<file path="config.mk">
export PLATFORM = sky130hd
export DESIGN_NAME = dca_top
export DESIGN_NICKNAME = d
export VERILOG_FILES = /design/src/dca_pkg.sv /design/src/dca_top.sv /design/src/dca_arbiter.sv /design/src/dca_channel.sv
export SDC_FILE = /design/constraint.sdc
export NUM_CORES = 1
export LEC_CHECK = 0
export BUFFER_PORTS_ARGS = -buffer_cell sky130_fd_sc_hd__buf_2
export CORE_MARGIN = 5
export CORE_UTILIZATION = 30
export DETAILED_ROUTE_END_ITERATION = 6
export SYNTH_ARGS = -nofsm -noshare
export SYNTH_HDL_FRONTEND = slang
export SYNTH_SLANG_ARGS = --single-unit
</file>
<file path="constraint.sdc">
create_clock -name i_clk -period 3.3 [get_ports i_clk]
set_input_delay 0.66 -clock i_clk [delete_from_list [all_inputs] [get_ports i_clk]]
set_output_delay 0.66 -clock i_clk [all_outputs]
set_load 0.02 [all_outputs]
</file>
<file path="src/dca_pkg.sv">
// package for the dma channel and ahb arbiter block
// assumes one 125 MHz clock and synchronous active-low reset
package dca_pkg;
   // ----------------------------------------------------------------
   // widths and counts
   // ----------------------------------------------------------------
   localparam int AW = 32;
   localparam int DW = 32;
   localparam int CW = 16;
   localparam int NM = 9;
   localparam int NPRI = 9;
   localparam int PW = 4;
   // ----------------------------------------------------------------
   // register offsets (byte addresses)
   // ----------------------------------------------------------------
   localparam logic [7:0] RD_PTR_OFS = 8'h00;
   localparam logic [7:0] RD_MAX_OFS = 8'h04;
   localparam logic [7:0] RD_AMT_OFS = 8'h08;
   localparam logic [7:0] RD_LIST_OFS = 8'h0C;
   localparam logic [7:0] WR_PTR_OFS = 8'h10;
   localparam logic [7:0] WR_MAX_OFS = 8'h14;
   localparam logic [7:0] WR_AMT_OFS = 8'h18;
   localparam logic [7:0] CTRL_OFS = 8'h1C;
   localparam logic [7:0] STAT_OFS = 8'h20;
   // ----------------------------------------------------------------
   // field positions and reset values
   // ----------------------------------------------------------------
   localparam int CTRL_RD_START_BIT = 0;
   localparam int CTRL_WR_START_BIT = 1;
   localparam int CTRL_DROP_BIT = 2;
   localparam int LIST_EN_BIT = 0;
   localparam logic [AW-1:0] PTR_RST = 32'h0000_0000;
   localparam logic [CW-1:0] CNT_RST = 16'h0000;
   // ram window reachable by the channels
   localparam logic [AW-1:0] RAM_BASE = 32'h2000_0000;
   localparam logic [AW-1:0] RAM_LIMIT = 32'h2000_FFFF;
   // ----------------------------------------------------------------
   // master priority levels, 0 is highest
   // ----------------------------------------------------------------
   localparam logic [PW-1:0] PRI_CPU = 4'h0;
   localparam logic [PW-1:0] PRI_SERIAL = 4'h1;
   localparam logic [PW-1:0] PRI_RADIO = 4'h2;
   localparam logic [PW-1:0] PRI_CRYPTO = 4'h3;
   localparam logic [PW-1:0] PRI_ANALOG = 4'h4;
   localparam logic [PW-1:0] PRI_ASYNC = 4'h5;
   localparam logic [PW-1:0] PRI_TWOWIRE = 4'h6;
   localparam logic [PW-1:0] PRI_MIC = 4'h7;
   localparam logic [PW-1:0] PRI_PWM = 4'h8;
   // ahb transfer codes
   localparam logic [1:0] HTRANS_IDLE = 2'h0;
   localparam logic [1:0] HTRANS_NONSEQ = 2'h2;
   localparam logic [2:0] HSIZE_BYTE = 3'h0;
   typedef enum logic [1:0] {CH_IDLE, CH_ADDR, CH_DATA} dca_ch_st_t;
endpackage

</file>
<file path="src/dca_top.sv">
// example peripheral with a read and a write dma channel and a ram-port arbiter
// assumes a plain register port, read data one cycle after the strobe
//
// Local design decisions: strobed register access and the address map.
module dca_top
   import dca_pkg::*;
(
   // clock and reset
   input wire logic i_clk,
   input wire logic i_rst_n,
   // register port
   input wire logic [7:0] i_addr,
   input wire logic [dca_pkg::DW-1:0] i_wdata,
   input wire logic i_wr,
   input wire logic i_rd,
   output logic [dca_pkg::DW-1:0] o_rdata,
   // peripheral core: bytes read from ram
   output logic o_rd_valid,
   output logic [7:0] o_rd_byte,
   // peripheral core: bytes to write to ram
   input wire logic i_wr_valid,
   input wire logic [7:0] i_wr_byte,
   input wire logic i_wr_end,
   output logic o_wr_ready,
   // other masters of the matrix, one request per priority level
   input wire logic [dca_pkg::NPRI-1:0] i_oth_req,
   input wire logic [dca_pkg::NPRI-1:0] i_oth_active,
   output logic [dca_pkg::NPRI-1:0] o_oth_gnt,
   // ram slave port
   output logic [1:0] o_htrans,
   output logic [dca_pkg::AW-1:0] o_haddr,
   output logic o_hwrite,
   output logic [2:0] o_hsize,
   output logic [7:0] o_hwdata,
   input wire logic [7:0] i_hrdata,
   // events
   output logic o_rd_done,
   output logic o_wr_done,
   output logic o_wr_lost
);
   import dca_pkg::*;
   typedef struct packed {
      logic [AW-1:0] rptr;
      logic [CW-1:0] rmax;
      logic rlist;
      logic [AW-1:0] wptr;
      logic [CW-1:0] wmax;
      logic drop;
      logic rstart;
      logic wstart;
      logic [DW-1:0] rdata;
      logic [NPRI-1:0] oth_gnt;
      logic [1:0] htrans;
      logic [AW-1:0] haddr;
      logic hwrite;
      logic [7:0] hwdata;
      logic rd_valid;
      logic rv_p;
      logic [7:0] rd_byte;
      logic wr_ready;
      logic rd_done;
      logic wr_done;
      logic wr_lost;
   } dca_top_s_t;
   dca_top_s_t s_q, s_d;
   // ----------------------------------------------------------------
   // channel instances
   // ----------------------------------------------------------------
   logic r_req, w_req, r_busy, w_busy, r_done, w_done, w_lost, r_rv, w_pready;
   logic [AW-1:0] r_haddr, w_haddr;
   logic [7:0] r_rbyte, w_hwdata;
   logic [CW-1:0] r_amt, w_amt;
   logic [NPRI-1:0] arb_req, arb_act, arb_gnt;
   logic r_gnt, w_gnt, r_turn;
   // one serial-level master; read and write channels take turns
   assign r_turn = r_req && !(w_req && r_busy && s_q.hwrite);
   assign r_gnt = arb_gnt[PRI_SERIAL] && r_turn;
   assign w_gnt = arb_gnt[PRI_SERIAL] && !r_turn && w_req;
   dca_channel u_rd (
      .i_clk(i_clk), .i_rst_n(i_rst_n), .i_wr_dir(1'b0), .i_list_cap(1'b1),
      .i_list_en(s_q.rlist), .i_ptr(s_q.rptr), .i_max(s_q.rmax),
      .i_start(s_q.rstart), .i_drop(1'b0), .i_pv(1'b0), .i_pdata(8'h00),
      .i_pend(1'b0), .o_pready(), .o_rv(r_rv), .o_rdata(r_rbyte),
      .o_req(r_req), .i_gnt(r_gnt), .o_haddr(r_haddr), .o_hwrite(),
      .o_hwdata(), .i_hrdata(i_hrdata), .o_busy(r_busy), .o_done(r_done),
      .o_lost(), .o_transferred_count(r_amt)
   );
   dca_channel u_wr (
      .i_clk(i_clk), .i_rst_n(i_rst_n), .i_wr_dir(1'b1), .i_list_cap(1'b0),
      .i_list_en(1'b0), .i_ptr(s_q.wptr), .i_max(s_q.wmax),
      .i_start(s_q.wstart), .i_drop(s_q.drop), .i_pv(i_wr_valid),
      .i_pdata(i_wr_byte), .i_pend(i_wr_end), .o_pready(w_pready), .o_rv(),
      .o_rdata(), .o_req(w_req), .i_gnt(w_gnt), .o_haddr(w_haddr),
      .o_hwrite(), .o_hwdata(w_hwdata), .i_hrdata(i_hrdata), .o_busy(w_busy),
      .o_done(w_done), .o_lost(w_lost), .o_transferred_count(w_amt)
   );
   // ----------------------------------------------------------------
   // arbitration of the ram port
   // ----------------------------------------------------------------
   always_comb begin
      arb_req = i_oth_req;
      arb_act = i_oth_active;
      arb_req[PRI_SERIAL] = r_req || w_req;
      arb_act[PRI_SERIAL] = r_req || w_req;
   end
   dca_arbiter u_arb (
      .i_clk(i_clk), .i_rst_n(i_rst_n), .i_req(arb_req), .i_active(arb_act),
      .o_gnt(arb_gnt)
   );
   // ----------------------------------------------------------------
   // registers and output stage
   // ----------------------------------------------------------------
   always_comb begin
      s_d = s_q;
      s_d.rstart = 1'b0;
      s_d.wstart = 1'b0;
      s_d.rdata = '0;
      if (i_wr) begin
         unique case (i_addr)
            RD_PTR_OFS: s_d.rptr = i_wdata;
            RD_MAX_OFS: s_d.rmax = i_wdata[CW-1:0];
            RD_LIST_OFS: s_d.rlist = i_wdata[LIST_EN_BIT];
            WR_PTR_OFS: s_d.wptr = i_wdata;
            WR_MAX_OFS: s_d.wmax = i_wdata[CW-1:0];
            CTRL_OFS: begin
               s_d.rstart = i_wdata[CTRL_RD_START_BIT] && !r_busy;
               s_d.wstart = i_wdata[CTRL_WR_START_BIT] && !w_busy;
               s_d.drop = i_wdata[CTRL_DROP_BIT];
            end
            default: ;
         endcase
      end
      if (i_rd) begin
         unique case (i_addr)
            RD_PTR_OFS: s_d.rdata = s_q.rptr;
            RD_MAX_OFS: s_d.rdata = DW'(s_q.rmax);
            RD_AMT_OFS: s_d.rdata = DW'(r_amt);
            RD_LIST_OFS: s_d.rdata = DW'(s_q.rlist);
            WR_PTR_OFS: s_d.rdata = s_q.wptr;
            WR_MAX_OFS: s_d.rdata = DW'(s_q.wmax);
            WR_AMT_OFS: s_d.rdata = DW'(w_amt);
            CTRL_OFS: s_d.rdata = DW'(s_q.drop) << CTRL_DROP_BIT;
            STAT_OFS: s_d.rdata = DW'({w_busy, r_busy});
            default: s_d.rdata = '0;
         endcase
      end
      s_d.oth_gnt = arb_gnt;
      s_d.oth_gnt[PRI_SERIAL] = 1'b0;
      s_d.htrans = (r_gnt || w_gnt) ? HTRANS_NONSEQ : HTRANS_IDLE;
      s_d.haddr = r_gnt ? r_haddr : w_haddr;
      s_d.hwrite = w_gnt;
      s_d.hwdata = w_hwdata;
      s_d.rv_p = r_rv;
      s_d.rd_valid = s_q.rv_p;
      s_d.rd_byte = s_q.rv_p ? r_rbyte : s_q.rd_byte;
      s_d.wr_ready = w_pready;
      s_d.rd_done = r_done;
      s_d.wr_done = w_done;
      s_d.wr_lost = w_lost;
      if (!i_rst_n) begin
         s_d = '0;
         s_d.rptr = PTR_RST;
         s_d.wptr = PTR_RST;
         s_d.rmax = CNT_RST;
         s_d.wmax = CNT_RST;
      end
   end
   always_ff @(posedge i_clk) begin
      s_q <= s_d;
   end
   assign o_rdata = s_q.rdata;
   assign o_oth_gnt = s_q.oth_gnt;
   assign o_htrans = s_q.htrans;
   assign o_haddr = s_q.haddr;
   assign o_hwrite = s_q.hwrite;
   assign o_hsize = HSIZE_BYTE;
   assign o_hwdata = s_q.hwdata;
   assign o_rd_valid = s_q.rd_valid;
   assign o_rd_byte = s_q.rd_byte;
   assign o_wr_ready = s_q.wr_ready;
   assign o_rd_done = s_q.rd_done;
   assign o_wr_done = s_q.wr_done;
   assign o_wr_lost = s_q.wr_lost;
   // ----------------------------------------------------------------
   // checks
   // ----------------------------------------------------------------
   a_ram_only: assert property (@(posedge i_clk) disable iff (!i_rst_n)
      o_htrans == HTRANS_NONSEQ |-> o_haddr >= RAM_BASE && o_haddr <= RAM_LIMIT)
      else $error("access outside ram");
   a_hi_first: assert property (@(posedge i_clk) disable iff (!i_rst_n)
      arb_req[PRI_CPU] && arb_gnt == '0 |=> arb_gnt[PRI_CPU])
      else $error("cpu not granted first");
   a_lo_stall: assert property (@(posedge i_clk) disable iff (!i_rst_n)
      arb_gnt[PRI_CPU] && arb_req[PRI_CPU] && arb_act[PRI_CPU] |=> !arb_gnt[PRI_SERIAL])
      else $error("lower master not stalled");
   a_pause_lend: assert property (@(posedge i_clk) disable iff (!i_rst_n)
      arb_gnt[PRI_CPU] && !arb_req[PRI_CPU] && arb_req[PRI_SERIAL]
      && arb_req[PRI_RADIO] |=> arb_gnt[PRI_SERIAL])
      else $error("paused slot not lent");
   a_ser_excl: assert property (@(posedge i_clk) disable iff (!i_rst_n)
      !(r_gnt && w_gnt)) else $error("serial level double use");
   a_wr_max: assert property (@(posedge i_clk) disable iff (!i_rst_n)
      w_done |-> w_amt <= s_q.wmax) else $error("write count over maximum");
   a_done_amt: assert property (@(posedge i_clk) disable iff (!i_rst_n)
      r_done && !s_q.rlist |=> o_rd_done && $stable(r_amt))
      else $error("done pulse not aligned with count");
   a_rd_bytes: assert property (@(posedge i_clk) disable iff (!i_rst_n)
      r_gnt |=> ##2 o_rd_valid) else $error("read byte not delivered");
endmodule

</file>
<file path="src/dca_arbiter.sv">
// fixed-priority arbiter for one ram slave port of the matrix
// assumes requests stay high while a master is mid-transaction
module dca_arbiter
   import dca_pkg::*;
(
   // clock and reset
   input wire logic i_clk,
   input wire logic i_rst_n,
   // requests and grants, bit i is master level i
   input wire logic [dca_pkg::NPRI-1:0] i_req,
   input wire logic [dca_pkg::NPRI-1:0] i_active,
   output logic [dca_pkg::NPRI-1:0] o_gnt
);
   import dca_pkg::*;
   typedef struct packed {
      logic [NPRI-1:0] gnt;
   } dca_arb_s_t;
   dca_arb_s_t s_q, s_d;
   // ----------------------------------------------------------------
   // grant selection
   // ----------------------------------------------------------------
   always_comb begin
      s_d = s_q;
      s_d.gnt = '0;
      // owner keeps slave while active and unchallenged; a lender gives it back
      if (|(s_q.gnt & i_req & i_active) && !(|(i_req & (s_q.gnt - 1'b1)))) begin
         s_d.gnt = s_q.gnt;
      end else begin
         for (int i = NPRI - 1; i >= 0; i--) begin
            if (i_req[i]) begin
               s_d.gnt = '0;
               s_d.gnt[i] = 1'b1;
            end
         end
      end
      if (!i_rst_n) begin
         s_d.gnt = '0;
      end
   end
   always_ff @(posedge i_clk) begin
      s_q <= s_d;
   end
   assign o_gnt = s_q.gnt;
   a_gnt_onehot: assert property (@(posedge i_clk) disable iff (!i_rst_n)
      $onehot0(o_gnt)) else $error("more than one grant");
endmodule

</file>
<file path="src/dca_channel.sv">
// one byte-granular dma channel acting as an ahb master
// assumes a single-layer byte path to a ram slave port
module dca_channel
   import dca_pkg::*;
(
   // clock and reset
   input wire logic i_clk,
   input wire logic i_rst_n,
   // settings
   input wire logic i_wr_dir,
   input wire logic i_list_cap,
   input wire logic i_list_en,
   input wire logic [dca_pkg::AW-1:0] i_ptr,
   input wire logic [dca_pkg::CW-1:0] i_max,
   input wire logic i_start,
   input wire logic i_drop,
   // peripheral side bytes
   input wire logic i_pv,
   input wire logic [7:0] i_pdata,
   input wire logic i_pend,
   output logic o_pready,
   output logic o_rv,
   output logic [7:0] o_rdata,
   // bus side
   output logic o_req,
   input wire logic i_gnt,
   output logic [dca_pkg::AW-1:0] o_haddr,
   output logic o_hwrite,
   output logic [7:0] o_hwdata,
   input wire logic [7:0] i_hrdata,
   // status
   output logic o_busy,
   output logic o_done,
   output logic o_lost,
   output logic [dca_pkg::CW-1:0] o_transferred_count
);
   import dca_pkg::*;
   typedef struct packed {
      dca_ch_st_t st;
      logic [AW-1:0] base;
      logic [CW-1:0] idx;
      logic [CW-1:0] amt;
      logic [7:0] wb;
      logic done;
      logic lost;
   } dca_ch_s_t;
   dca_ch_s_t s_q, s_d;
   logic in_ram;
   assign in_ram = (i_ptr >= RAM_BASE) && (i_ptr <= RAM_LIMIT);
   always_comb begin
      s_d = s_q;
      s_d.done = 1'b0;
      s_d.lost = 1'b0;
      unique case (s_q.st)
         CH_IDLE: begin
            if (i_start && in_ram) begin
               s_d.st = CH_ADDR;
               s_d.base = i_ptr;
               s_d.idx = '0;
               s_d.amt = '0;
            end
         end
         CH_ADDR: begin
            if (s_q.idx == i_max) begin
               if (i_list_cap && i_list_en && !i_pend) begin
                  s_d.base = s_q.base + AW'(i_max);
                  s_d.idx = '0;
               end else begin
                  s_d.st = CH_IDLE;
                  s_d.done = 1'b1;
               end
            end else if (i_wr_dir && i_pend) begin
               s_d.st = CH_IDLE;
               s_d.done = 1'b1;
            end else if (!i_wr_dir || i_pv) begin
               if (i_gnt) begin
                  s_d.wb = i_pdata;
                  s_d.st = CH_DATA;
               end else if (i_wr_dir && i_drop) begin
                  s_d.lost = 1'b1;
               end
            end
         end
         CH_DATA: begin
            s_d.st = CH_ADDR;
            s_d.idx = s_q.idx + 1'b1;
            s_d.amt = s_q.amt + 1'b1;
         end
      endcase
      if (!i_rst_n) begin
         s_d = '0;
      end
   end
   always_ff @(posedge i_clk) begin
      s_q <= s_d;
   end
   assign o_req = (s_q.st == CH_ADDR) && (s_q.idx != i_max) && (!i_wr_dir || i_pv);
   assign o_haddr = s_q.base + AW'(s_q.idx);
   assign o_hwrite = i_wr_dir;
   assign o_hwdata = (s_q.st == CH_ADDR) ? i_pdata : s_q.wb;
   assign o_pready = i_wr_dir && (s_q.st == CH_ADDR) && (s_q.idx != i_max)
                     && (i_gnt || i_drop);
   assign o_rv = !i_wr_dir && (s_q.st == CH_DATA);
   assign o_rdata = i_hrdata;
   assign o_busy = (s_q.st != CH_IDLE);
   assign o_done = s_q.done;
   assign o_lost = s_q.lost;
   assign o_transferred_count = s_q.amt;
   a_cnt_limit: assert property (@(posedge i_clk) disable iff (!i_rst_n)
      s_q.idx <= i_max || s_q.st == CH_IDLE) else $error("count beyond maximum");
endmodule

</file>
==> results.json, run 1 <==
{
  "crit_path_cell_trace": "ha_1, inv_1, fa_1, nor2b_1, o21a_1, o21ai_0, a211o_1, and2_1, o21ai_1, or4b_1, o211ai_1",
  "grt_antenna_before_repair": 9,
  "crit_arrival_ps": 3520,
  "fp.dieH_microns": 253.3,
  "first_global_vias": 15210,
  "finalHoldViolations": 0,
  "ys_seq_area_share_pct": 39.24,
  "cpMaxStageDelayCell": "or4b_1",
  "numCtsBuffers": 41,
  "cts_setup_buffers": 0,
  "maxClockFrequency_mhz": 329.3,
  "port_buffers": 172,
  "sw_frac_of_total_pct": 23.29,
  "ir_drop_uv": 320.7,
  "seqPwrFrac_pct": 47.1,
  "clkLatencyLatePin_ps": 570,
  "nets": 2388,
  "synth_area_leaders": "dfxtp_1 (39%), nand2_1 (6.9%), a21oi_1 (5.9%)",
  "cts_tree": "yes",
  "worstHoldPathType": "primary input to register",
  "synth_cells": 2171,
  "start_kind": "register",
  "ys.flop_type": "dfxtp_1",
  "drt_iter0_markers": 1398,
  "die-area_sq_mm": 0.06415,
  "routed_wl_mm": 58.05,
  "rsz0062_at_grt": "no",
  "worst_pin_slew_ps": 1004,
  "drive_gt1_share_pct": 14.89,
  "p_int_w": 0.006873,
  "route.vias.total": 15900,
  "slew_violations": 0,
  "finClkSkew_ps": 32.74,
  "clk_pin_slew_worst_paths_ps": 60,
  "ctsResizeCount": 0,
  "p_sw_w": 0.002087,
  "synth_enable_flop_cells": 0,
  "cts-root-buf": "clkbuf_16",
  "cts_sinks": 348,
  "initial_core_util_pct": 30.20,
  "fin_crit_ps": 3037,
  "grt_start_max_net_pins": 93,
  "power_frac_clock_pct": 49.7,
  "fin_crit_sh_pct": 92.03,
  "htreeDepth": 2,
  "yosysMostFrequentCell": "dfxtp_1",
  "async_reset_ff_share_pct": 0,
  "total_power_w": 0.008960,
  "syn-cell-area_sq_mm": 0.01776,
  "io_pins": 180,
  "hpwl_mm": 43.68,
  "slew_headroom_pct": 33.04,
  "grt_usage_pct": 17.33,
  "place_congestion": 0.8937,
  "ys_types": 78,
  "synthTopCellsByCount": "dfxtp_1 (348), nand2_1 (327), a21oi_1 (209), nor2_1 (201), clkbuf_1 (105)",
  "finalSetupViolCount": 0,
  "synth_top_area_cell": "dfxtp_1",
  "crit_type": "register to register",
  "fin_cells": 3052,
  "yosysWarningCount": 0,
  "cts.path.max_buffers": 3,
  "power_density_mw_per_mm2": 442.1,
  "drc": 1,
  "grt-ovfl-total": 0,
  "required_ps": 3790,
  "ant_nets": 0,
  "cpPeakStageDelay_ps": 460,
  "coreArea_sq_mm": 0.05880,
  "leakagePower_nw": 7.633,
  "synth_top_area_share_pct": 39.24,
  "rows": 89,
  "hold_buffers": 0,
  "avgViaCountPerCell": 5.210,
  "dp.cells": 2979,
  "cp-end-kind": "register",
  "wl_per_cell_microns": 19.02,
  "first_pass_iters": 7,
  "drv_cap": 0,
  "power_frac_comb_pct": 3.2,
  "crit_fanout": 6,
  "failed_checks": "DRC",
  "synth_seq_cells": 348,
  "syn-mean-instance-area_sq_um": 8.179,
  "grt_pass1_wl_mm": 88.25,
  "outcome": "finished with violations",
  "tns_ps": 0,
  "die_x_microns": 253.3,
  "syn2layout_area_growth_pct": 14.13
}
## flip-flops by register name, summed over array words and instances (netlist names)
register                  count
o_hwrite                      1
u_rd.o_done                   1
o_oth_gnt                     8
o_wr_lost                     1
u_wr.s_q                     58
o_rd_valid                    1
u_wr.o_transferred_count     16
o_wr_done                     1
o_wr_ready                    1
u_rd.o_transferred_count     16
o_hwdata                      8
s_q                         101
u_wr.o_done                   1
o_rd_byte                     8
o_htrans                      1
o_rd_done                     1
o_rdata                      32
o_haddr                      32
u_arb.o_gnt                   9
u_wr.o_lost                   1
u_rd.s_q                     50
## power groups by stage
stage / registers, W / clock network [W] / logic, W
6_report: 0.00422 / 0.00445 / 0.000290
3_5_place_dp: 0.00431 / 0 / 0.000286
4_1_cts: 0.00422 / 0.00456 / 0.000287
2_1_floorplan: 0.00431 / 0 / 0.000151
5_1_grt: 0.00422 / 0.00472 / 0.000312
3_3_place_gp: 0.00431 / 0 / 0.000285
## layer usage
metal	global-route usage [%]	up-vias	routed length, microns
met5	0	-	21
met4	5.229	4	1554
met3	2.393	85	3723
met2	28.78	576	27080
met1	23.50	7557	25670
li1	-	7678	-
## layout by cell type (no fill, tap or decap), types with 13 or more instances in the layout
cell       Yosys  routed
and3_1        43      43
nor2_1       201     201
o211ai_1      13      13
nand4_1       36      36
nor3_1        39      37
mux2i_1       44      44
nand3_1       63      63
xnor2_1       85      85
a222oi_1      15      15
clkbuf_16      0      42
nand2_1      327     327
buf_4         94      64
a21o_1        14      14
o22ai_1       13      13
nand2b_1      13      13
a311oi_1      13      13
xor2_1        46      46
a211oi_1      19      19
nor2b_1       19      18
inv_1         37      36
buf_2          0     172
dfxtp_1      348     348
a22oi_1       36      36
o21ai_0       73      72
or3_1         18      18
and2_1        21      23
a31oi_1       17      17
a21oi_1      209     209
ha_1          56      56
## critical path, delay by kind of cell, from the launching register on
family,cells,cell delay (ps)
buffers and inverters,1,70
adder cells (fa/ha/maj),2,640
AND/OR/NAND/NOR,3,800
flip-flops,1,440
AO/OA/AOI/OAI,5,1010
## metrics by stage
| step | instance area, sq um | hold WS [ps] | setup slack, ps | utilization [%] |
|---|---|---|---|---|
| finish | 20260 | 339.0 | 263.1 | 34.47 |
| global route | 20260 | 346.1 | 71.51 | 34.47 |
| CTS | 20260 | 312.0 | 283.4 | 34.46 |
| detailed placement | 18960 | 431.6 | 319.2 | 32.25 |
| global placement | 18960 | 423.4 | 325.5 | 32.25 |
| floorplan | 17770 | 411.9 | 511.1 | - |
## area by class of cell
class	count	area [sq um]
diodes	2	5.005
clock buffers	54	1126
clock inverters	17	172.7
fillers	6178	38530
inverters	38	147.6
multi-input cells	1583	9518
flip-flops and latches	348	6967
well taps	773	967.2
repair buffers	237	1361
## cells by family after synthesis
family          Yosys count  synth area share [%]
compound gates          485                 17.10
fa+ha+maj                59                 4.284
simple gates            847                 22.25
buf+inv                 244                 7.314
other cells               1               0.02112
mux                      55                 3.241
xor+xnor                132                 6.553
flops                   348                 39.24
## final timing paths
| kind | end | cells past startpoint | from | slack, ps |
|---|---|---|---|---|
| setup / recovery | o_haddr[24]$_SDFF_PN0_ | 11 | u_rd.s_q[26]$_SDFFE_PN0P_ | 260 |
| hold / removal | o_rd_byte[3]$_SDFFE_PN0P_ | 3 | i_hrdata[3] | 340 |
| setup reg to reg | o_haddr[24]$_SDFF_PN0_ | 11 | u_rd.s_q[26]$_SDFFE_PN0P_ | 260 |
| hold reg to reg | o_rd_done$_SDFF_PN0_ | 1 | u_rd.o_done$_SDFF_PN0_ | 440 |
Note: power is estimated with default switching activity, not from simulation.
==> run 2, diff against run 1 <==
--- a/config.mk
+++ b/config.mk
@@ -9,6 +9,7 @@
 export CORE_MARGIN = 5
 export CORE_UTILIZATION = 30
 export DETAILED_ROUTE_END_ITERATION = 6
+export SETUP_SLACK_MARGIN = 0.3
 export SYNTH_ARGS = -nofsm -noshare
 export SYNTH_HDL_FRONTEND = slang
 export SYNTH_SLANG_ARGS = --single-unit
==> results.json, run 2 (same netlist as run 1, synthesis figures left out) <==
{
  "coreArea_sq_mm": 0.05880,
  "crit_path_cell_trace": "xnor2_1, nand4_1, o41a_1, a2111o_1, or2_4, or4_1, nand2_1, o21bai_2",
  "die-area_sq_mm": 0.06415,
  "leakagePower_nw": 7.665,
  "routed_wl_mm": 58.23,
  "place_congestion": 0.8937,
  "tns_ps": 0,
  "path_delay_family": "compound AO/OA/AOI/OAI gates",
  "syn2layout_area_growth_pct": 14.73,
  "cpMaxStageDelayCell": "o41a_1",
  "seqPwrFrac_pct": 47.1,
  "drc": 0,
  "crit_fanout": 4,
  "grt_antenna_before_repair": 9,
  "holdWs_ps": 340.6,
  "hold_buffers": 0,
  "grt_start_max_net_pins": 93,
  "finClkSkew_ps": 33.67,
  "drt_iter0_markers": 1275,
  "cts-root-buf": "clkbuf_16",
  "crit_type": "register to register",
  "outcome": "complete, no violations",
  "rrSetupSlack_ps": 380,
  "rows": 89,
  "first_pass_iters": 7,
  "worstHoldPathType": "primary input to register",
  "fin_crit_sh_pct": 88.40,
  "ant_nets": 0,
  "cts_tree": "yes",
  "drive_gt1_share_pct": 15.92,
  "holdPathStages": 3,
  "crit_arrival_ps": 3420,
  "m1WireLength_mm": 25.45,
  "reg2reg_from": "s_q[115]$_SDFFE_PN0P_",
  "route.vias.total": 15950,
  "p_sw_w": 0.002092,
  "maxClockFrequency_mhz": 342.8,
  "start_kind": "register",
  "worst_pin_slew_ps": 1006,
  "grt_usage_pct": 17.33,
  "largest_register": "s_q",
  "power_frac_clock_pct": 49.7,
  "die_x_microns": 253.3,
  "grt_pass1_wl_mm": 88.25,
  "hpwl_mm": 43.68,
  "power_frac_comb_pct": 3.2,
  "cpPeakStageDelay_ps": 600,
  "rsz0062_at_grt": "yes",
  "power_density_mw_per_mm2": 440.0,
  "worstHoldStart": "i_hrdata[3]",
  "ir_drop_uv": 321.5,
  "cp-end-kind": "register",
  "slew_headroom_pct": 32.94,
  "sw_frac_of_total_pct": 23.33,
  "fin_crit_ps": 2917,
  "r2r_cells": 8,
  "dr_wl_met2_mm": 27.17,
  "mostFrequentLayoutCells": "dfxtp_1 (339), nand2_1 (327), a21oi_1 (209)",
  "grt-ovfl-total": 0,
  "cts_sinks": 348,
  "first_global_vias": 15210,
  "htreeDepth": 2,
  "drv_cap": 0,
  "finalHoldViolations": 0,
  "reg.largest.list": "s_q x101, u_wr.s_q x58, u_rd.s_q x50",
  "io_pins": 180,
  "path_buf_inv": 0,
  "fin_ws_ps": 382.7,
  "top_layer": "met5",
  "p_int_w": 0.006873,
  "wl_per_cell_microns": 19.06,
  "slew_violations": 0,
  "finalSetupViolCount": 0,
  "cts.path.max_buffers": 3,
  "place_ws_ps": 319.2,
  "numCtsBuffers": 41,
  "worstReg2RegEnd": "o_haddr[28]$_SDFF_PN0_",
  "required_ps": 3800,
  "port_buffers": 172,
  "wl_met3_mm": 3.980,
  "clk_pin_slew_worst_paths_ps": 60,
  "holdPathEnd": "o_rd_byte[3]$_SDFFE_PN0P_",
  "layout_commonest_cell": "dfxtp_1",
  "fp.dieH_microns": 253.3,
  "clkLatencyLatePin_ps": 570,
  "avgViaCountPerCell": 5.222,
  "largest_register_ffs": 101,
  "nets": 2391,
  "initial_core_util_pct": 30.20
}
[run 2: cell count changes in the layout (fill, tap and decap cells not counted), moves of 2 or more]
cell	change
dfxtp_1	-9
dfxtp_2	+9
o21ai_0	-3
buf_4	+2
ha_1	-2
ha_2	+2
o21ai_1	+2
or2_1	-2
[run 2: power groups by stage]
| stage | Sequential, W | Clock [W] | Combinational, W |
|---|---|---|---|
| 5_1_grt | 0.00422 | 0.00472 | 0.000312 |
| 3_5_place_dp | 0.00431 | 0 | 0.000286 |
| 4_1_cts | 0.00422 | 0.00456 | 0.000287 |
| 6_report | 0.00422 | 0.00445 | 0.000291 |
| 3_3_place_gp | 0.00431 | 0 | 0.000285 |
| 2_1_floorplan | 0.00431 | 0 | 0.000151 |
[run 2: final cells by class]
class	instances	area [sq um]
Inverter	38	147.6
Tap cell	773	967.2
Timing Repair Buffer	240	1396
Clock buffer	54	1126
Multi-Input combinational cell	1583	9579
Sequential cell	348	6978
Fill cell	6165	38420
Clock inverter	17	172.7
Antenna cell	2	5.005
[run 2: worst max path at each step]
stage,from,endpoint,slack [ps],cells after the start
5_1_grt,u_wr.s_q[27]$_SDFFE_PN0P_,o_haddr[29]$_SDFF_PN0_,280,10
2_1_floorplan,u_rd.s_q[26]$_SDFFE_PN0P_,o_haddr[24]$_SDFF_PN0_,510,11
3_5_place_dp,u_rd.s_q[26]$_SDFFE_PN0P_,o_haddr[24]$_SDFF_PN0_,320,11
3_3_place_gp,u_wr.s_q[31]$_SDFFE_PN0P_,o_haddr[28]$_SDFF_PN0_,330,8
4_1_cts,u_wr.s_q[27]$_SDFFE_PN0P_,o_haddr[29]$_SDFF_PN0_,310,10
6_report,s_q[115]$_SDFFE_PN0P_,o_haddr[28]$_SDFF_PN0_,380,8
[run 2: worst reg2reg max path: cells and delay by family, from the launching register on]
kind                      cells  cell delay (ps)
AOI/OAI and AO/OA             3             1230
xor gates and xnor gates      1              150
DFF                           1              440
and+or+nand+nor               4             1030
[run 2: through the flow]
| step | power [W] | area [sq um] | utilization, % | cells |
|---|---|---|---|---|
| detailed placement | 0.004598 | 18960 | 32.25 | 2979 |
| CTS | 0.009062 | 20260 | 34.46 | 3050 |
| finish | 0.008964 | 20370 | 34.65 | 3055 |
| global placement | 0.004595 | 18960 | 32.25 | 2979 |
| global route | 0.009251 | 20370 | 34.65 | 3055 |
| floorplan | 0.004459 | 17770 | - | 2175 |
[run 2: routing by layer]
metal  vias up  track usage (%)
met5         -                0
met4         4            5.229
met3        87            2.393
met2       557            28.78
met1      7626            23.50
li1       7680                -
[run 2: timing repair]
action	in CTS	in global routing
endpoints found under the setup margin	2	33
resized for setup	2	25
pin swaps	0	5
buffers inserted	0	3
==> run 3, diff against run 2 <==
--- a/config.mk
+++ b/config.mk
@@ -6,10 +6,11 @@
 export NUM_CORES = 1
 export LEC_CHECK = 0
 export BUFFER_PORTS_ARGS = -buffer_cell sky130_fd_sc_hd__buf_2
-export CORE_MARGIN = 5
 export CORE_UTILIZATION = 30
+export CTS_BUF_LIST = sky130_fd_sc_hd__clkbuf_2 sky130_fd_sc_hd__clkbuf_4 sky130_fd_sc_hd__clkbuf_8
 export DETAILED_ROUTE_END_ITERATION = 6
 export SETUP_SLACK_MARGIN = 0.3
+export SLEW_MARGIN = 25
 export SYNTH_ARGS = -nofsm -noshare
 export SYNTH_HDL_FRONTEND = slang
 export SYNTH_SLANG_ARGS = --single-unit
==> results.json, run 3 (same netlist as run 1, synthesis figures left out) <==
{
  "fin_crit_ps": 2938,
  "grt_start_max_net_pins": 114,
  "diodes": 0,
  "p_sw_w": 0.002122,
  "port_buffers": 172,
  "die-area_sq_mm": 0.06016,
  "nets": 2413,
  "cts-root-buf": "clkbuf_8",
  "fin_crit_sh_pct": 89.04,
  "drt_iter0_markers": 1288,
  "largest_register": "s_q",
  "avgViaCountPerCell": 5.197,
  "r2r_cells": 10,
  "power_frac_clock_pct": 49.9,
  "cpMaxStageDelayCell": "ha_1",
  "power_density_mw_per_mm2": 440.0,
  "ant_nets": 0,
  "required_ps": 3820,
  "fp.dieH_microns": 245.3,
  "fin_cells": 3087,
  "clk_pin_slew_worst_paths_ps": 60,
  "grt-ovfl-total": 0,
  "post-route-util_pct": 35.16,
  "nFillCells": 6084,
  "rrSetupSlack_ps": 360,
  "drv_cap": 0,
  "largest_register_ffs": 101,
  "crit_arrival_ps": 3450,
  "critPathMostFrequentCell": "a211oi_1",
  "slew_headroom_pct": 42.64,
  "rsz0062_at_grt": "yes",
  "wl_per_cell_microns": 18.72,
  "first_pass_iters": 7,
  "numCtsBuffers": 60,
  "die_x_microns": 245.3,
  "cp-end-kind": "register",
  "crit_type": "register to register",
  "start_kind": "register",
  "grt_usage_pct": 18.77,
  "cpPeakStageDelay_ps": 370,
  "mostFrequentLayoutCells": "dfxtp_1 (336), nand2_1 (327), a21oi_1 (208)",
  "failed_checks": "DRC",
  "worstHoldStart": "i_hrdata[0]",
  "sw_frac_of_total_pct": 23.60,
  "cts_sinks": 348,
  "crit_path_cell_trace": "ha_1, a211oi_1, o211ai_1, and4_1, or3_4, a211oi_1, buf_4, nor3_1, xnor2_1, o22ai_1",
  "holdPathStages": 3,
  "finalSetupViolCount": 0,
  "place_congestion": 0.8978,
  "slew_violations": 0,
  "seq_area_sq_mm": 0.006982,
  "syn2layout_area_growth_pct": 15.11,
  "worstReg2RegEnd": "o_haddr[29]$_SDFF_PN0_",
  "ir_drop_uv": 280.5,
  "clkLatencyLatePin_ps": 680,
  "fin_ws_ps": 361.6,
  "route.vias.total": 16040,
  "htreeDepth": 2,
  "io_pins": 180,
  "worst_pin_slew_ps": 854.6,
  "layout_commonest_cell": "dfxtp_1",
  "crit_fanout": 5,
  "initial_core_util_pct": 30.54,
  "drc": 1,
  "p_int_w": 0.006872,
  "multi_input_area_sq_mm": 0.009562,
  "total_power_w": 0.008994,
  "cts_tree": "yes",
  "reg.largest.list": "s_q x101, u_wr.s_q x58, u_rd.s_q x50",
  "grt_pass1_wl_mm": 88.17,
  "seqPwrFrac_pct": 46.9,
  "place_ws_ps": 209.2,
  "leakagePower_nw": 7.777,
  "drive_gt1_share_pct": 17.87,
  "reg2reg_from": "u_wr.s_q[32]$_SDFFE_PN0P_",
  "grt_antenna_before_repair": 7,
  "hold_buffers": 0,
  "tns_ps": 0,
  "worstHoldPathType": "primary input to register",
  "maxClockFrequency_mhz": 340.3,
  "finalHoldViolations": 0,
  "outcome": "finished with violations",
  "coreArea_sq_mm": 0.05814,
  "first_global_vias": 15300,
  "holdPathEnd": "o_rd_byte[0]$_SDFFE_PN0P_",
  "cts.path.max_buffers": 3,
  "power_frac_comb_pct": 3.2,
  "finClkSkew_ps": 29.74,
  "hpwl_mm": 42.88,
  "dp.cells": 2970,
  "routed_wl_mm": 57.80,
  "rows": 88
}
-- run 3: cell types whose count changed in the layout (fill, tap and decap cells not counted), sizes merged --
cell | previous run | this run
inv | 40 | 39
diode | 2 | 0
clkbuf | 54 | 87
clkinvlp | 3 | 0
clkinv | 10 | 17
bufinv | 2 | 5
buf | 240 | 243
-- run 3: metal layers --
metal	part of all wire (%)	wire length, microns	global-route usage, %	vias to the layer above
met5	0.036	21	0	-
met3	7.4	4288	3.728	115
met4	3.0	1762	6.489	4
met1	44	25390	25.04	7605
li1	-	-	-	7727
met2	46	26340	29.95	593
-- run 3: power groups by stage --
stage | combinational (W) | clock [W] | sequential (W)
final | 0.000289 | 0.00449 | 0.00422
after detailed placement | 0.000286 | 0 | 0.00431
after global placement | 0.000283 | 0 | 0.00431
after global routing | 0.000309 | 0.00477 | 0.00422
after floorplan | 0.000151 | 0 | 0.00431
after CTS | 0.000287 | 0.00458 | 0.00422
-- run 3: how the worst max path moves through the flow --
stage	slack, ps	endpoint	depth (start not counted)	from
after global routing	290	u_rd.s_q[60]$_SDFFE_PN0P_	11	s_q[151]$_SDFFE_PN0P_
after global placement	220	o_haddr[28]$_SDFF_PN0_	8	u_wr.s_q[36]$_SDFFE_PN0P_
final	360	o_haddr[29]$_SDFF_PN0_	10	u_wr.s_q[32]$_SDFFE_PN0P_
after floorplan	510	o_haddr[24]$_SDFF_PN0_	11	u_rd.s_q[26]$_SDFFE_PN0P_
after detailed placement	210	o_rdata[29]$_SDFF_PN0_	7	i_addr[2]
after CTS	300	o_haddr[19]$_SDFF_PN0_	10	u_rd.s_q[32]$_SDFFE_PN0P_
-- run 3: through the flow --
stage	hold slack, ps	area (sq um)
6_report	226.9	20440
3_3_place_gp	419.3	18960
4_1_cts	169.8	20370
5_1_grt	206.1	20440
2_1_floorplan	411.9	17770
3_5_place_dp	426.0	18960
-- run 3: layout make-up --
cell class | instances | share of cell area (%)
multi-input combinational | 1583 | 46.78
inverter | 38 | 0.7224
sequential | 348 | 34.16
timing repair buffer | 243 | 6.942
tap | 765 | 4.683
clock inverter | 23 | 1.249
clock buffer | 87 | 5.461
-- run 3: repair_timing --
action                                 in CTS  in global routing
endpoints found under the hold margin       0                  0
pin swaps                                   3                  5
resized for setup                           5                 21
setup endpoints to repair                  13                 28
buffers inserted                            4                  3
-- run 3: worst max-delay path, delay by kind of cell (launching register included) --
family	cells	cell delay (ps)
AND/OR/NAND/NOR	3	680
AO/OA/AOI/OAI	4	850
XOR/XNOR	1	320
buffers and inverters	1	210
adder cells (fa/ha/maj)	1	370
flip-flops	1	360
